### src/design/uart_lin_pkg.sv
/*
 Shared constants and carrier types for the LIN-capable UART.
 Assumes every user writes uart_lin_pkg::name; nothing is imported.
*/
package uart_lin_pkg;
   localparam int         DATA_BITS       = 8;
   localparam int         DIV_W           = 8;
   localparam int         BIT_CNT_W       = 9;
   localparam int         PRE_CNT_W       = 11;
   localparam int         FIFO_DEPTH      = 16;
   localparam logic [3:0] PRE_SEL_MAX     = 4'hA;
   localparam logic [1:0] PAR_NONE        = 2'h0;
   localparam logic [1:0] PAR_ZERO        = 2'h1;
   localparam logic [1:0] PAR_ODD         = 2'h2;
   localparam logic [1:0] PAR_EVEN        = 2'h3;
   localparam logic [3:0] LAST_DATA_BIT   = 4'h7;
   localparam logic [3:0] BRK_TX_BITS     = 4'hD;
   localparam logic [3:0] BRK_RX_MIN_BITS = 4'hB;

   typedef struct packed {
      logic       unit_power_bit;
      logic       tx_enable_bit;
      logic       rx_enable_bit;
      logic       tx_stop_length_sel;
      logic       rx_error_irq_mode;
      logic [1:0] parity_mode;
      logic [3:0] prescaler_sel;
      logic [7:0] baud_divisor;
   } serial_cfg_s;

   typedef struct packed {
      logic overrun;
      logic framing;
      logic parity_error_flag;
   } rx_err_s;
endpackage : uart_lin_pkg

### src/design/uart_lin_break_controller.sv
/*
 UART with baud generator, buffered transmit path, error detection and LIN break.
 Assumes control bits arrive synchronous to i_core_clk and i_rxd is asynchronous.
*/
`timescale 1ns/10ps
module uart_lin_break_controller #(
   parameter int FIFO_DEPTH = uart_lin_pkg::FIFO_DEPTH
) (
   // Clock and reset
   input  wire logic                      i_core_clk,
   input  wire logic                      i_arst_n,
   // Configuration
   input  wire uart_lin_pkg::serial_cfg_s i_cfg,
   // Transmit data stream
   input  wire logic                      i_tx_valid,
   input  wire logic [7:0]                i_tx_data,
   output logic                           o_tx_ready,
   output logic                           o_tx_buffer_full_flag,
   output logic                           o_tx_shift_busy_flag,
   output logic                           o_tx_complete_irq,
   // LIN break control
   input  wire logic                      i_break_tx_trigger,
   input  wire logic                      i_break_rx_trigger,
   input  wire logic                      i_break_flag_clr,
   output logic                           o_break_rx_flag,
   // Receive side
   input  wire logic                      i_err_status_read,
   input  wire logic                      i_rx_buf_read,
   output logic [7:0]                     o_rx_buffer,
   output logic                           o_rx_full,
   output uart_lin_pkg::rx_err_s          o_rx_error_status,
   output logic                           o_bus_wait,
   output logic                           o_rx_done_irq,
   output logic                           o_rx_error_irq,
   // Serial pins
   input  wire logic                      i_rxd,
   output logic                           o_txd
);
   typedef enum logic [2:0] {TX_IDLE, TX_START, TX_DATA, TX_PARITY, TX_STOP1, TX_STOP2, TX_BREAK} tx_state_e;
   typedef enum logic [2:0] {RX_IDLE, RX_START, RX_DATA, RX_PARITY, RX_STOP, RX_BRK_WAIT, RX_BRK_LOW} rx_state_e;

   if (FIFO_DEPTH < 2) begin : g_param_chk
      $error("FIFO_DEPTH must be at least 2");
   end

   logic [uart_lin_pkg::PRE_CNT_W-1:0] pre_cnt;
   logic [uart_lin_pkg::PRE_CNT_W-1:0] pre_mask;
   logic [3:0]                         pre_sel;
   logic                               base_tick;
   logic                               tx_en_s;
   logic                               rx_en_s;
   logic                               rxd_meta;
   logic                               rxd_s;
   logic [uart_lin_pkg::BIT_CNT_W-1:0] bit_full;
   logic [uart_lin_pkg::BIT_CNT_W-1:0] bit_half;
   logic                               fifo_valid;
   logic [7:0]                         fifo_data;
   logic                               fifo_rd_ready;
   logic [7:0]                         tx_buffer;
   tx_state_e                          tx_state;
   logic [uart_lin_pkg::BIT_CNT_W-1:0] tx_cnt;
   logic [3:0]                         tx_bits;
   logic [7:0]                         tx_shift;
   logic                               tx_par;
   logic                               tx_bit_end;
   logic                               tx_load;
   logic                               brk_tx_go;
   logic                               tx_done_ev;
   rx_state_e                          rx_state;
   logic [uart_lin_pkg::BIT_CNT_W-1:0] rx_cnt;
   logic [3:0]                         rx_bits;
   logic [7:0]                         rx_shift;
   logic                               rx_par_in;
   logic                               rx_sample;
   logic                               rx_char_ev;
   logic                               brk_ok_ev;
   logic                               err_armed;
   logic                               rx_clear;
   uart_lin_pkg::rx_err_s              new_err;

   // Base clock: core clock divided by 2^sel, clamped to the supported range
   assign pre_sel   = (i_cfg.prescaler_sel > uart_lin_pkg::PRE_SEL_MAX) ? uart_lin_pkg::PRE_SEL_MAX
                                                                        : i_cfg.prescaler_sel;
   assign pre_mask  = (uart_lin_pkg::PRE_CNT_W'(1) << pre_sel) - uart_lin_pkg::PRE_CNT_W'(1);
   assign base_tick = i_cfg.unit_power_bit && (pre_cnt == pre_mask);

   always_ff @(posedge i_core_clk or negedge i_arst_n) begin
      if (!i_arst_n) begin
         pre_cnt <= '0;
      end else if (!i_cfg.unit_power_bit || base_tick) begin
         pre_cnt <= '0;
      end else begin
         pre_cnt <= pre_cnt + 1'b1;
      end
   end

   // Enables move on base ticks; a cleared enable holds its state machine idle, but not the FIFO or the receive buffer and flags
   always_ff @(posedge i_core_clk or negedge i_arst_n) begin
      if (!i_arst_n) begin
         tx_en_s <= 1'b0;
         rx_en_s <= 1'b0;
      end else if (!i_cfg.unit_power_bit) begin
         tx_en_s <= 1'b0;
         rx_en_s <= 1'b0;
      end else if (base_tick) begin
         tx_en_s <= i_cfg.tx_enable_bit;
         rx_en_s <= i_cfg.rx_enable_bit;
      end
   end

   always_ff @(posedge i_core_clk or negedge i_arst_n) begin
      if (!i_arst_n) begin
         rxd_meta <= 1'b1;
         rxd_s    <= 1'b1;
      end else begin
         rxd_meta <= i_rxd;
         rxd_s    <= rxd_meta;
      end
   end

   // One bit is two full passes of the divisor counter
   assign bit_full = {i_cfg.baud_divisor, 1'b0} - uart_lin_pkg::BIT_CNT_W'(1);
   assign bit_half = {1'b0, i_cfg.baud_divisor} - uart_lin_pkg::BIT_CNT_W'(1);

   tx_fifo #(
      .WIDTH (8),
      .DEPTH (FIFO_DEPTH)
   ) u_tx_fifo (
      .i_core_clk (i_core_clk),
      .i_arst_n   (i_arst_n),
      .i_wr_valid (i_tx_valid),
      .i_wr_data  (i_tx_data),
      .o_wr_ready (o_tx_ready),
      .o_rd_valid (fifo_valid),
      .o_rd_data  (fifo_data),
      .i_rd_ready (fifo_rd_ready)
   );

   assign fifo_rd_ready = tx_en_s && !o_tx_buffer_full_flag;
   assign brk_tx_go     = tx_en_s && (tx_state == TX_IDLE) && i_break_tx_trigger;
   assign tx_load       = tx_en_s && (tx_state == TX_IDLE) && o_tx_buffer_full_flag && !brk_tx_go;
   assign tx_bit_end    = base_tick && (tx_cnt == bit_full);
   assign tx_done_ev    = tx_en_s && tx_bit_end
                          && (((tx_state == TX_STOP1) && !i_cfg.tx_stop_length_sel) || (tx_state == TX_STOP2));

   always_ff @(posedge i_core_clk or negedge i_arst_n) begin
      if (!i_arst_n) begin
         tx_buffer             <= '0;
         o_tx_buffer_full_flag <= 1'b0;
      end else if (!tx_en_s) begin
         o_tx_buffer_full_flag <= 1'b0;
      end else if (tx_load) begin
         o_tx_buffer_full_flag <= 1'b0;
      end else if (fifo_valid && fifo_rd_ready) begin
         tx_buffer             <= fifo_data;
         o_tx_buffer_full_flag <= 1'b1;
      end
   end

   always_ff @(posedge i_core_clk or negedge i_arst_n) begin
      if (!i_arst_n) begin
         tx_state             <= TX_IDLE;
         tx_cnt               <= '0;
         tx_bits              <= '0;
         tx_shift             <= '0;
         tx_par               <= 1'b0;
         o_txd                <= 1'b1;
         o_tx_shift_busy_flag <= 1'b0;
      end else if (!tx_en_s) begin
         tx_state             <= TX_IDLE;
         tx_cnt               <= '0;
         o_txd                <= 1'b1;
         o_tx_shift_busy_flag <= 1'b0;
      end else begin
         if (tx_state == TX_IDLE || tx_bit_end) begin
            tx_cnt <= '0;
         end else if (base_tick) begin
            tx_cnt <= tx_cnt + 1'b1;
         end
         case (tx_state)
            TX_IDLE: begin
               tx_bits <= '0;
               if (brk_tx_go) begin
                  tx_state             <= TX_BREAK;
                  o_txd                <= 1'b0;
                  o_tx_shift_busy_flag <= 1'b1;
               end else if (tx_load) begin
                  tx_state             <= TX_START;
                  tx_shift             <= tx_buffer;
                  tx_par               <= (i_cfg.parity_mode == uart_lin_pkg::PAR_ODD) ? ~^tx_buffer
                                          : (i_cfg.parity_mode == uart_lin_pkg::PAR_EVEN) ? ^tx_buffer : 1'b0;
                  o_txd                <= 1'b0;
                  o_tx_shift_busy_flag <= 1'b1;
               end
            end
            TX_START: begin
               if (tx_bit_end) begin
                  tx_state <= TX_DATA;
                  o_txd    <= tx_shift[0];
               end
            end
            TX_DATA: begin
               if (tx_bit_end) begin
                  if (tx_bits == uart_lin_pkg::LAST_DATA_BIT) begin
                     tx_state <= (i_cfg.parity_mode == uart_lin_pkg::PAR_NONE) ? TX_STOP1 : TX_PARITY;
                     o_txd    <= (i_cfg.parity_mode == uart_lin_pkg::PAR_NONE) ? 1'b1 : tx_par;
                  end else begin
                     tx_shift <= {1'b0, tx_shift[7:1]};
                     o_txd    <= tx_shift[1];
                     tx_bits  <= tx_bits + 1'b1;
                  end
               end
            end
            TX_PARITY: begin
               if (tx_bit_end) begin
                  tx_state <= TX_STOP1;
                  o_txd    <= 1'b1;
               end
            end
            TX_STOP1: begin
               if (tx_bit_end) begin
                  tx_state             <= i_cfg.tx_stop_length_sel ? TX_STOP2 : TX_IDLE;
                  o_tx_shift_busy_flag <= i_cfg.tx_stop_length_sel;
               end
            end
            TX_STOP2: begin
               if (tx_bit_end) begin
                  tx_state             <= TX_IDLE;
                  o_tx_shift_busy_flag <= 1'b0;
               end
            end
            TX_BREAK: begin
               if (tx_bit_end) begin
                  tx_bits <= tx_bits + 1'b1;
                  if (tx_bits == uart_lin_pkg::BRK_TX_BITS - 4'h1) begin
                     tx_state <= TX_STOP1;
                     o_txd    <= 1'b1;
                  end
               end
            end
            default: tx_state <= TX_IDLE;
         endcase
      end
   end

   // Same pulse ends data frames and break fields alike
   always_ff @(posedge i_core_clk or negedge i_arst_n) begin
      if (!i_arst_n) begin
         o_tx_complete_irq <= 1'b0;
      end else begin
         o_tx_complete_irq <= tx_done_ev;
      end
   end

   assign rx_sample  = base_tick && (rx_cnt == ((rx_state == RX_START) ? bit_half : bit_full));
   assign rx_char_ev = rx_en_s && rx_sample && (rx_state == RX_STOP);
   assign brk_ok_ev  = rx_en_s && (rx_state == RX_BRK_LOW) && rxd_s && (rx_bits >= uart_lin_pkg::BRK_RX_MIN_BITS);

   always_ff @(posedge i_core_clk or negedge i_arst_n) begin
      if (!i_arst_n) begin
         rx_state  <= RX_IDLE;
         rx_cnt    <= '0;
         rx_bits   <= '0;
         rx_shift  <= '0;
         rx_par_in <= 1'b0;
      end else if (!rx_en_s) begin
         rx_state <= RX_IDLE;
         rx_cnt   <= '0;
      end else begin
         if (rx_state == RX_IDLE || rx_state == RX_BRK_WAIT || rx_sample) begin
            rx_cnt <= '0;
         end else if (base_tick) begin
            rx_cnt <= rx_cnt + 1'b1;
         end
         case (rx_state)
            RX_IDLE: begin
               rx_bits <= '0;
               if (i_break_rx_trigger) begin
                  rx_state <= RX_BRK_WAIT;
               end else if (!rxd_s) begin
                  rx_state <= RX_START;
               end
            end
            RX_START: begin
               if (rx_sample) begin
                  rx_state <= rxd_s ? RX_IDLE : RX_DATA;
               end
            end
            RX_DATA: begin
               if (rx_sample) begin
                  rx_shift <= {rxd_s, rx_shift[7:1]};
                  rx_bits  <= rx_bits + 1'b1;
                  if (rx_bits == uart_lin_pkg::LAST_DATA_BIT) begin
                     rx_state <= (i_cfg.parity_mode == uart_lin_pkg::PAR_NONE) ? RX_STOP : RX_PARITY;
                  end
               end
            end
            RX_PARITY: begin
               if (rx_sample) begin
                  rx_par_in <= rxd_s;
                  rx_state  <= RX_STOP;
               end
            end
            RX_STOP: begin
               if (rx_sample) begin
                  rx_state <= RX_IDLE;
               end
            end
            RX_BRK_WAIT: begin
               rx_bits <= '0;
               if (!rxd_s) begin
                  rx_state <= RX_BRK_LOW;
               end
            end
            RX_BRK_LOW: begin
               if (rxd_s) begin
                  rx_state <= brk_ok_ev ? RX_IDLE : RX_BRK_WAIT;
               end else if (rx_sample && rx_bits != 4'hF) begin
                  rx_bits <= rx_bits + 1'b1;
               end
            end
            default: rx_state <= RX_IDLE;
         endcase
      end
   end

   always_comb begin
      new_err.overrun           = o_rx_full;
      new_err.framing           = !rxd_s;
      new_err.parity_error_flag = ((i_cfg.parity_mode == uart_lin_pkg::PAR_ODD) && !(^{rx_shift, rx_par_in}))
                                  || ((i_cfg.parity_mode == uart_lin_pkg::PAR_EVEN) && (^{rx_shift, rx_par_in}));
   end

   // A buffer read alone never clears a pending error
   assign rx_clear = i_rx_buf_read && err_armed;

   always_ff @(posedge i_core_clk or negedge i_arst_n) begin
      if (!i_arst_n) begin
         o_rx_error_status <= '0;
         err_armed         <= 1'b0;
         o_bus_wait        <= 1'b0;
      end else begin
         o_bus_wait <= i_err_status_read;
         err_armed  <= i_err_status_read || (err_armed && !i_rx_buf_read);
         o_rx_error_status <= (o_rx_error_status & {3{!rx_clear}}) | (rx_char_ev ? new_err : '0);
      end
   end

   always_ff @(posedge i_core_clk or negedge i_arst_n) begin
      if (!i_arst_n) begin
         o_rx_buffer <= '0;
         o_rx_full   <= 1'b0;
      end else if (rx_char_ev && !o_rx_full) begin
         o_rx_buffer <= rx_shift;
         o_rx_full   <= 1'b1;
      end else if (i_rx_buf_read && ((o_rx_error_status == '0) || err_armed)) begin
         o_rx_full <= 1'b0;
      end
   end

   always_ff @(posedge i_core_clk or negedge i_arst_n) begin
      if (!i_arst_n) begin
         o_rx_done_irq   <= 1'b0;
         o_rx_error_irq  <= 1'b0;
         o_break_rx_flag <= 1'b0;
      end else begin
         o_rx_done_irq   <= brk_ok_ev || (rx_char_ev && ((new_err == '0) || !i_cfg.rx_error_irq_mode));
         o_rx_error_irq  <= rx_char_ev && (new_err != '0) && i_cfg.rx_error_irq_mode;
         o_break_rx_flag <= brk_ok_ev || (o_break_rx_flag && !i_break_flag_clr);
      end
   end
endmodule : uart_lin_break_controller

### src/design/tx_fifo.sv
/*
 Synchronous FIFO with a registered read stage and registered write ready.
 Assumes one clock and a depth that is a power of two.
*/
`timescale 1ns/10ps
module tx_fifo #(
   parameter int WIDTH = 8,
   parameter int DEPTH = 16
) (
   // Clock and reset
   input  wire logic             i_core_clk,
   input  wire logic             i_arst_n,
   // Fill side
   input  wire logic             i_wr_valid,
   input  wire logic [WIDTH-1:0] i_wr_data,
   output logic                  o_wr_ready,
   // Drain side
   output logic                  o_rd_valid,
   output logic      [WIDTH-1:0] o_rd_data,
   input  wire logic             i_rd_ready
);
   localparam int AW = $clog2(DEPTH);

   if ((DEPTH < 2) || ((DEPTH & (DEPTH - 1)) != 0)) begin : g_depth_chk
      $error("tx_fifo depth must be a power of two of at least 2");
   end

   logic [WIDTH-1:0] mem [DEPTH];
   logic [AW-1:0]    wr_ptr;
   logic [AW-1:0]    rd_ptr;
   logic [AW:0]      count;
   logic [AW:0]      next_count;
   logic             wr_fire;
   logic             load;

   assign wr_fire = i_wr_valid && o_wr_ready;
   assign load    = (count != '0) && (!o_rd_valid || i_rd_ready);

   always_comb begin
      next_count = count;
      if (wr_fire && !load) begin
         next_count = count + 1'b1;
      end else if (!wr_fire && load) begin
         next_count = count - 1'b1;
      end
   end

   always_ff @(posedge i_core_clk) begin
      if (wr_fire) begin
         mem[wr_ptr] <= i_wr_data;
      end
   end

   always_ff @(posedge i_core_clk or negedge i_arst_n) begin
      if (!i_arst_n) begin
         wr_ptr     <= '0;
         rd_ptr     <= '0;
         count      <= '0;
         o_wr_ready <= 1'b1;
      end else begin
         count      <= next_count;
         o_wr_ready <= next_count != (AW+1)'(DEPTH);
         if (wr_fire) begin
            wr_ptr <= wr_ptr + 1'b1;
         end
         if (load) begin
            rd_ptr <= rd_ptr + 1'b1;
         end
      end
   end

   // Read data always leaves from a register so the consumer sees no memory path
   always_ff @(posedge i_core_clk or negedge i_arst_n) begin
      if (!i_arst_n) begin
         o_rd_valid <= 1'b0;
         o_rd_data  <= '0;
      end else if (load) begin
         o_rd_valid <= 1'b1;
         o_rd_data  <= mem[rd_ptr];
      end else if (i_rd_ready) begin
         o_rd_valid <= 1'b0;
      end
   end
endmodule : tx_fifo

### config.mk
export PLATFORM = sky130hd
export DESIGN_NAME = uart_lin_break_controller
export DESIGN_NICKNAME = d
export VERILOG_FILES = /design/src/design/uart_lin_pkg.sv /design/src/design/uart_lin_break_controller.sv /design/src/design/tx_fifo.sv
export SDC_FILE = /design/constraint.sdc
export NUM_CORES = 1
export LEC_CHECK = 0
export BUFFER_PORTS_ARGS = -buffer_cell sky130_fd_sc_hd__buf_4
export CORE_MARGIN = 8
export CORE_UTILIZATION = 40
export CTS_BUF_LIST = sky130_fd_sc_hd__clkbuf_4 sky130_fd_sc_hd__clkbuf_8 sky130_fd_sc_hd__clkbuf_16
export CTS_CLUSTER_DIAMETER = 50
export CTS_CLUSTER_SIZE = 16
export DETAILED_ROUTE_END_ITERATION = 10
export PLACE_DENSITY_LB_ADDON = 0.1
export SETUP_SLACK_MARGIN = 0.5
export SYNTH_ARGS = -nofsm -noshare
export SYNTH_HDL_FRONTEND = slang
export SYNTH_SLANG_ARGS = --single-unit
### constraint.sdc
create_clock -name i_core_clk -period 6.6 [get_ports i_core_clk]
set_input_delay 0.33 -clock i_core_clk [delete_from_list [all_inputs] [get_ports i_core_clk]]
set_output_delay 0.33 -clock i_core_clk [all_outputs]
set_load 0.02 [all_outputs]
==> impl_metrics.ini <==
[cts]
root_buffer = clkbuf_16
htree_levels = 1
clk_path_buf_depth = 3
cts_setup_buffers = 0
numCtsBuffers = 30
path_clk_slew_ps = 50
clock-sinks = 245
worstSkewPairLatency_ps = 550
tritoncts = done
post_cts_resized = 0

[sta]
tightest_slew_ps = 1150
min_period_ps = 4240
rsz0062_at_grt = false
fin_crit_sh_pct = 64.2
max_freq_ghz = 0.236
max_slew_margin_pct = 23.0
tns_ps = 0
fin_skew_ps = 32.3
whs_ps = 60.3
drv_slew = 0
setup_viol_count_final = 0
timing.final.hold_violations = 0

[synth]
yosysMostFrequentCell = edfxtp_1
muxShareOfSynthArea_pct = 11.6
synth_compound_area_share_pct = 8.59
synth_top_area_share_pct = 32.3
synthesis.area_um2 = 11900
synth.area.top_cells = edfxtp_1 32%, dfrtp_1 24%, mux4_2 7.6%, mux2_2 3.3%, xor2_1 2.8%
synth_edf_count = 128
avgSynthCellArea_um2 = 12.7
synthCells = 937
synth_top_family_by_area = simple AND/OR/NAND/NOR gates
yosys_most_used_dff = edfxtp_1
syn-num-nets = 988
synth_area_leader_cell = edfxtp_1
synth-simple-area-share_pct = 13.0
ys_warn_count = 0
synthArstFlopShare_pct = 47.8
synth-seq-area-share_pct = 57.0
synth_xor_area_share_pct = 5.83
synth.distinct_cells = 72
synth_commonest_cells = 128 x edfxtp_1, 113 x dfrtp_1, 76 x nor2_1, 57 x nand2_1, 40 x mux4_2
ys_seq_elements = 245
yosys.area_share.adder_pct = 1.58

[global_route]
grt_pass1_wl_um = 42200
overflow = 0
grt_usage_pct = 14.3
grt_max_degree = 70
grt_antenna_before_repair = 0
grt_pass1_vias = 7668

[finish]
drive_gt1_share_pct = 21.4
antenna_cells = 0
nets = 1036
area_delta_synth_final_pct = 15.5

[route]
vias_per_cell = 5.35
antenna_left = 0
first_pass_iters = 4
first_iter_violations = 481
dr_total_vias = 7479
avgRoutedWirePerCell_um = 18.0
routed_wl_um = 25200
drc = 0

[die]
core_area_um2 = 29500
io_pins = 57
die_area_um2 = 35500
die_width_um = 188
rows = 63
start_util_pct = 40.3
fp.dieH_um = 188

[pwr]
p_leak_nw = 5.22
seq_power_share_pct = 47.0
net-switching-power_mw = 0.955
powerDensity_nw_per_um2 = 279
p_total_mw = 3.83
vdd_drop_max_uv = 237
p_int_mw = 2.87
clockPowerShare_pct = 43.6
switching_share_pct = 24.9
p_comb_share_pct = 9.4

[worst_hold_path]
min_path_type = input pin to flop

[critical_path]
cpPeakStageDelay_ps = 990
crit_chain = nor3b_2, a21oi_1, o21ai_0, o311ai_0, a211o_1, or4_4, nor4_4, mux2_2
cp-end-kind = flop
start_kind = flop
crit_family = simple AND/OR/NAND/NOR gates
crit_type = flop to flop
crit_slowest_cell = nor3b_2
arrival_ps = 4660
required_ps = 7020
critPathMaxFanout = 23
path_buf_inv = 0

[place]
place.gp.congestion = 0.767
io_buffers = 56
hpwl_um = 17200

[run]
drv_cap = 0

[run_status]
status = complete, no violations
## power groups by stage
| stage | Clock (mW) | Combinational [mW] | Sequential [mW] |
|---|---|---|---|
| CTS | 1.72 | 0.371 | 1.80 |
| global route | 1.78 | 0.406 | 1.81 |
| global placement | 0 | 0.366 | 1.83 |
| floorplan | 0 | 0.255 | 1.80 |
| detailed placement | 0 | 0.368 | 1.83 |
| finish | 1.67 | 0.360 | 1.80 |
## registers in the layout, indices dropped and copies added (netlist names), 3 cells and up
name	flops
o_rx_buffer	8
o_rx_error_status	3
pre_cnt	11
rx_bits	4
rx_cnt	9
rx_shift	8
rx_state	3
tx_bits	4
tx_buffer	8
tx_cnt	9
tx_shift	8
tx_state	3
u_tx_fifo.count	5
u_tx_fifo.mem	128
u_tx_fifo.o_rd_data	8
u_tx_fifo.rd_ptr	4
u_tx_fifo.wr_ptr	4
## final cells by class
cell class	instances	area [um2]
Clock buffer	33	779
Clock inverter	21	253
Timing Repair Buffer	66	505
Fill cell	2685	15700
Multi-Input combinational cell	618	4850
Sequential cell	245	6780
Inverter	24	90.1
Tap cell	390	488
## worst register-to-register path: stages (launching register included)
cell and delay (ps):
dfrtp_1 650, nor3b_2 990, a21oi_1 60, o21ai_0 180, o311ai_0 260, a211o_1 400, or4_4 660, nor4_4 530
mux2_2 400
## stage by stage
stage                     cell area (um2)  utilization, %  worst slack, ps  cells
final                               13700            46.6             2360   1397
after global routing                13700            46.6             2080   1397
after CTS                           13700            46.6             2380   1397
after detailed placement            12700            43.0             1940   1339
after global placement              12700            43.0             2010   1339
after floorplan                     11900               -             2330    937
## cell families (layout without fill, tap and decap cells)
group,count (synthesis),in the layout
DFF,245,245
AOI/OAI and AO/OA,150,150
and+or+nand+nor,294,294
muxes,83,83
buffers and inverters,74,144
xor gates and xnor gates,76,76
adders and majority gates,15,15
## placed cells by master (no fill, tap or decap), drive strengths merged, types with 15 or more instances in the layout
| cell | netlist | final |
|---|---|---|
| a21oi | 22 | 22 |
| buf | 13 | 62 |
| clkbuf | 37 | 33 |
| dfrtp | 113 | 113 |
| edfxtp | 128 | 128 |
| ha | 15 | 15 |
| inv | 23 | 31 |
| mux2 | 37 | 37 |
| mux4 | 40 | 40 |
| nand2 | 57 | 57 |
| nand3 | 28 | 28 |
| nand4 | 23 | 23 |
| nor2 | 77 | 77 |
| nor3 | 27 | 27 |
| o21ai | 39 | 39 |
| xnor2 | 36 | 36 |
| xor2 | 38 | 38 |
## timing repair
item,CTS,global route
endpoints found under the hold margin,51,0
endpoints found under the setup margin,0,0
hold buffers,4,0
## final timing paths
kind | startpoint | cells after the start | end | slack, ps
min reg2reg | rxd_meta$_DFF_PN1_ | 0 | rxd_s$_DFF_PN1_ | 360
min | i_cfg[17] | 3 | tx_en_s$_DFFE_PN0N_ | 60
min in group asynchronous | i_arst_n | 2 | u_tx_fifo.o_rd_data[0]$_DFFE_PN0P_ | 370
max in group asynchronous | i_arst_n | 3 | rx_cnt[2]$_DFFE_PN0P_ | 4860
max | rx_state[2]$_DFFE_PN0P_ | 8 | rx_shift[1]$_DFFE_PN0P_ | 2360
max reg2reg | rx_state[2]$_DFFE_PN0P_ | 8 | rx_shift[1]$_DFFE_PN0P_ | 2360
## routing by layer
| metal | track usage [%] | up-vias | wire [um] |
|---|---|---|---|
| li1 | - | 3632 | - |
| met1 | 18.7 | 3690 | 11400 |
| met2 | 24.3 | 120 | 12400 |
| met3 | 2.44 | 37 | 827 |
| met4 | 3.88 | 0 | 548 |
| met5 | 0 | - | 0 |
Power figures use the tool's default switching activity.
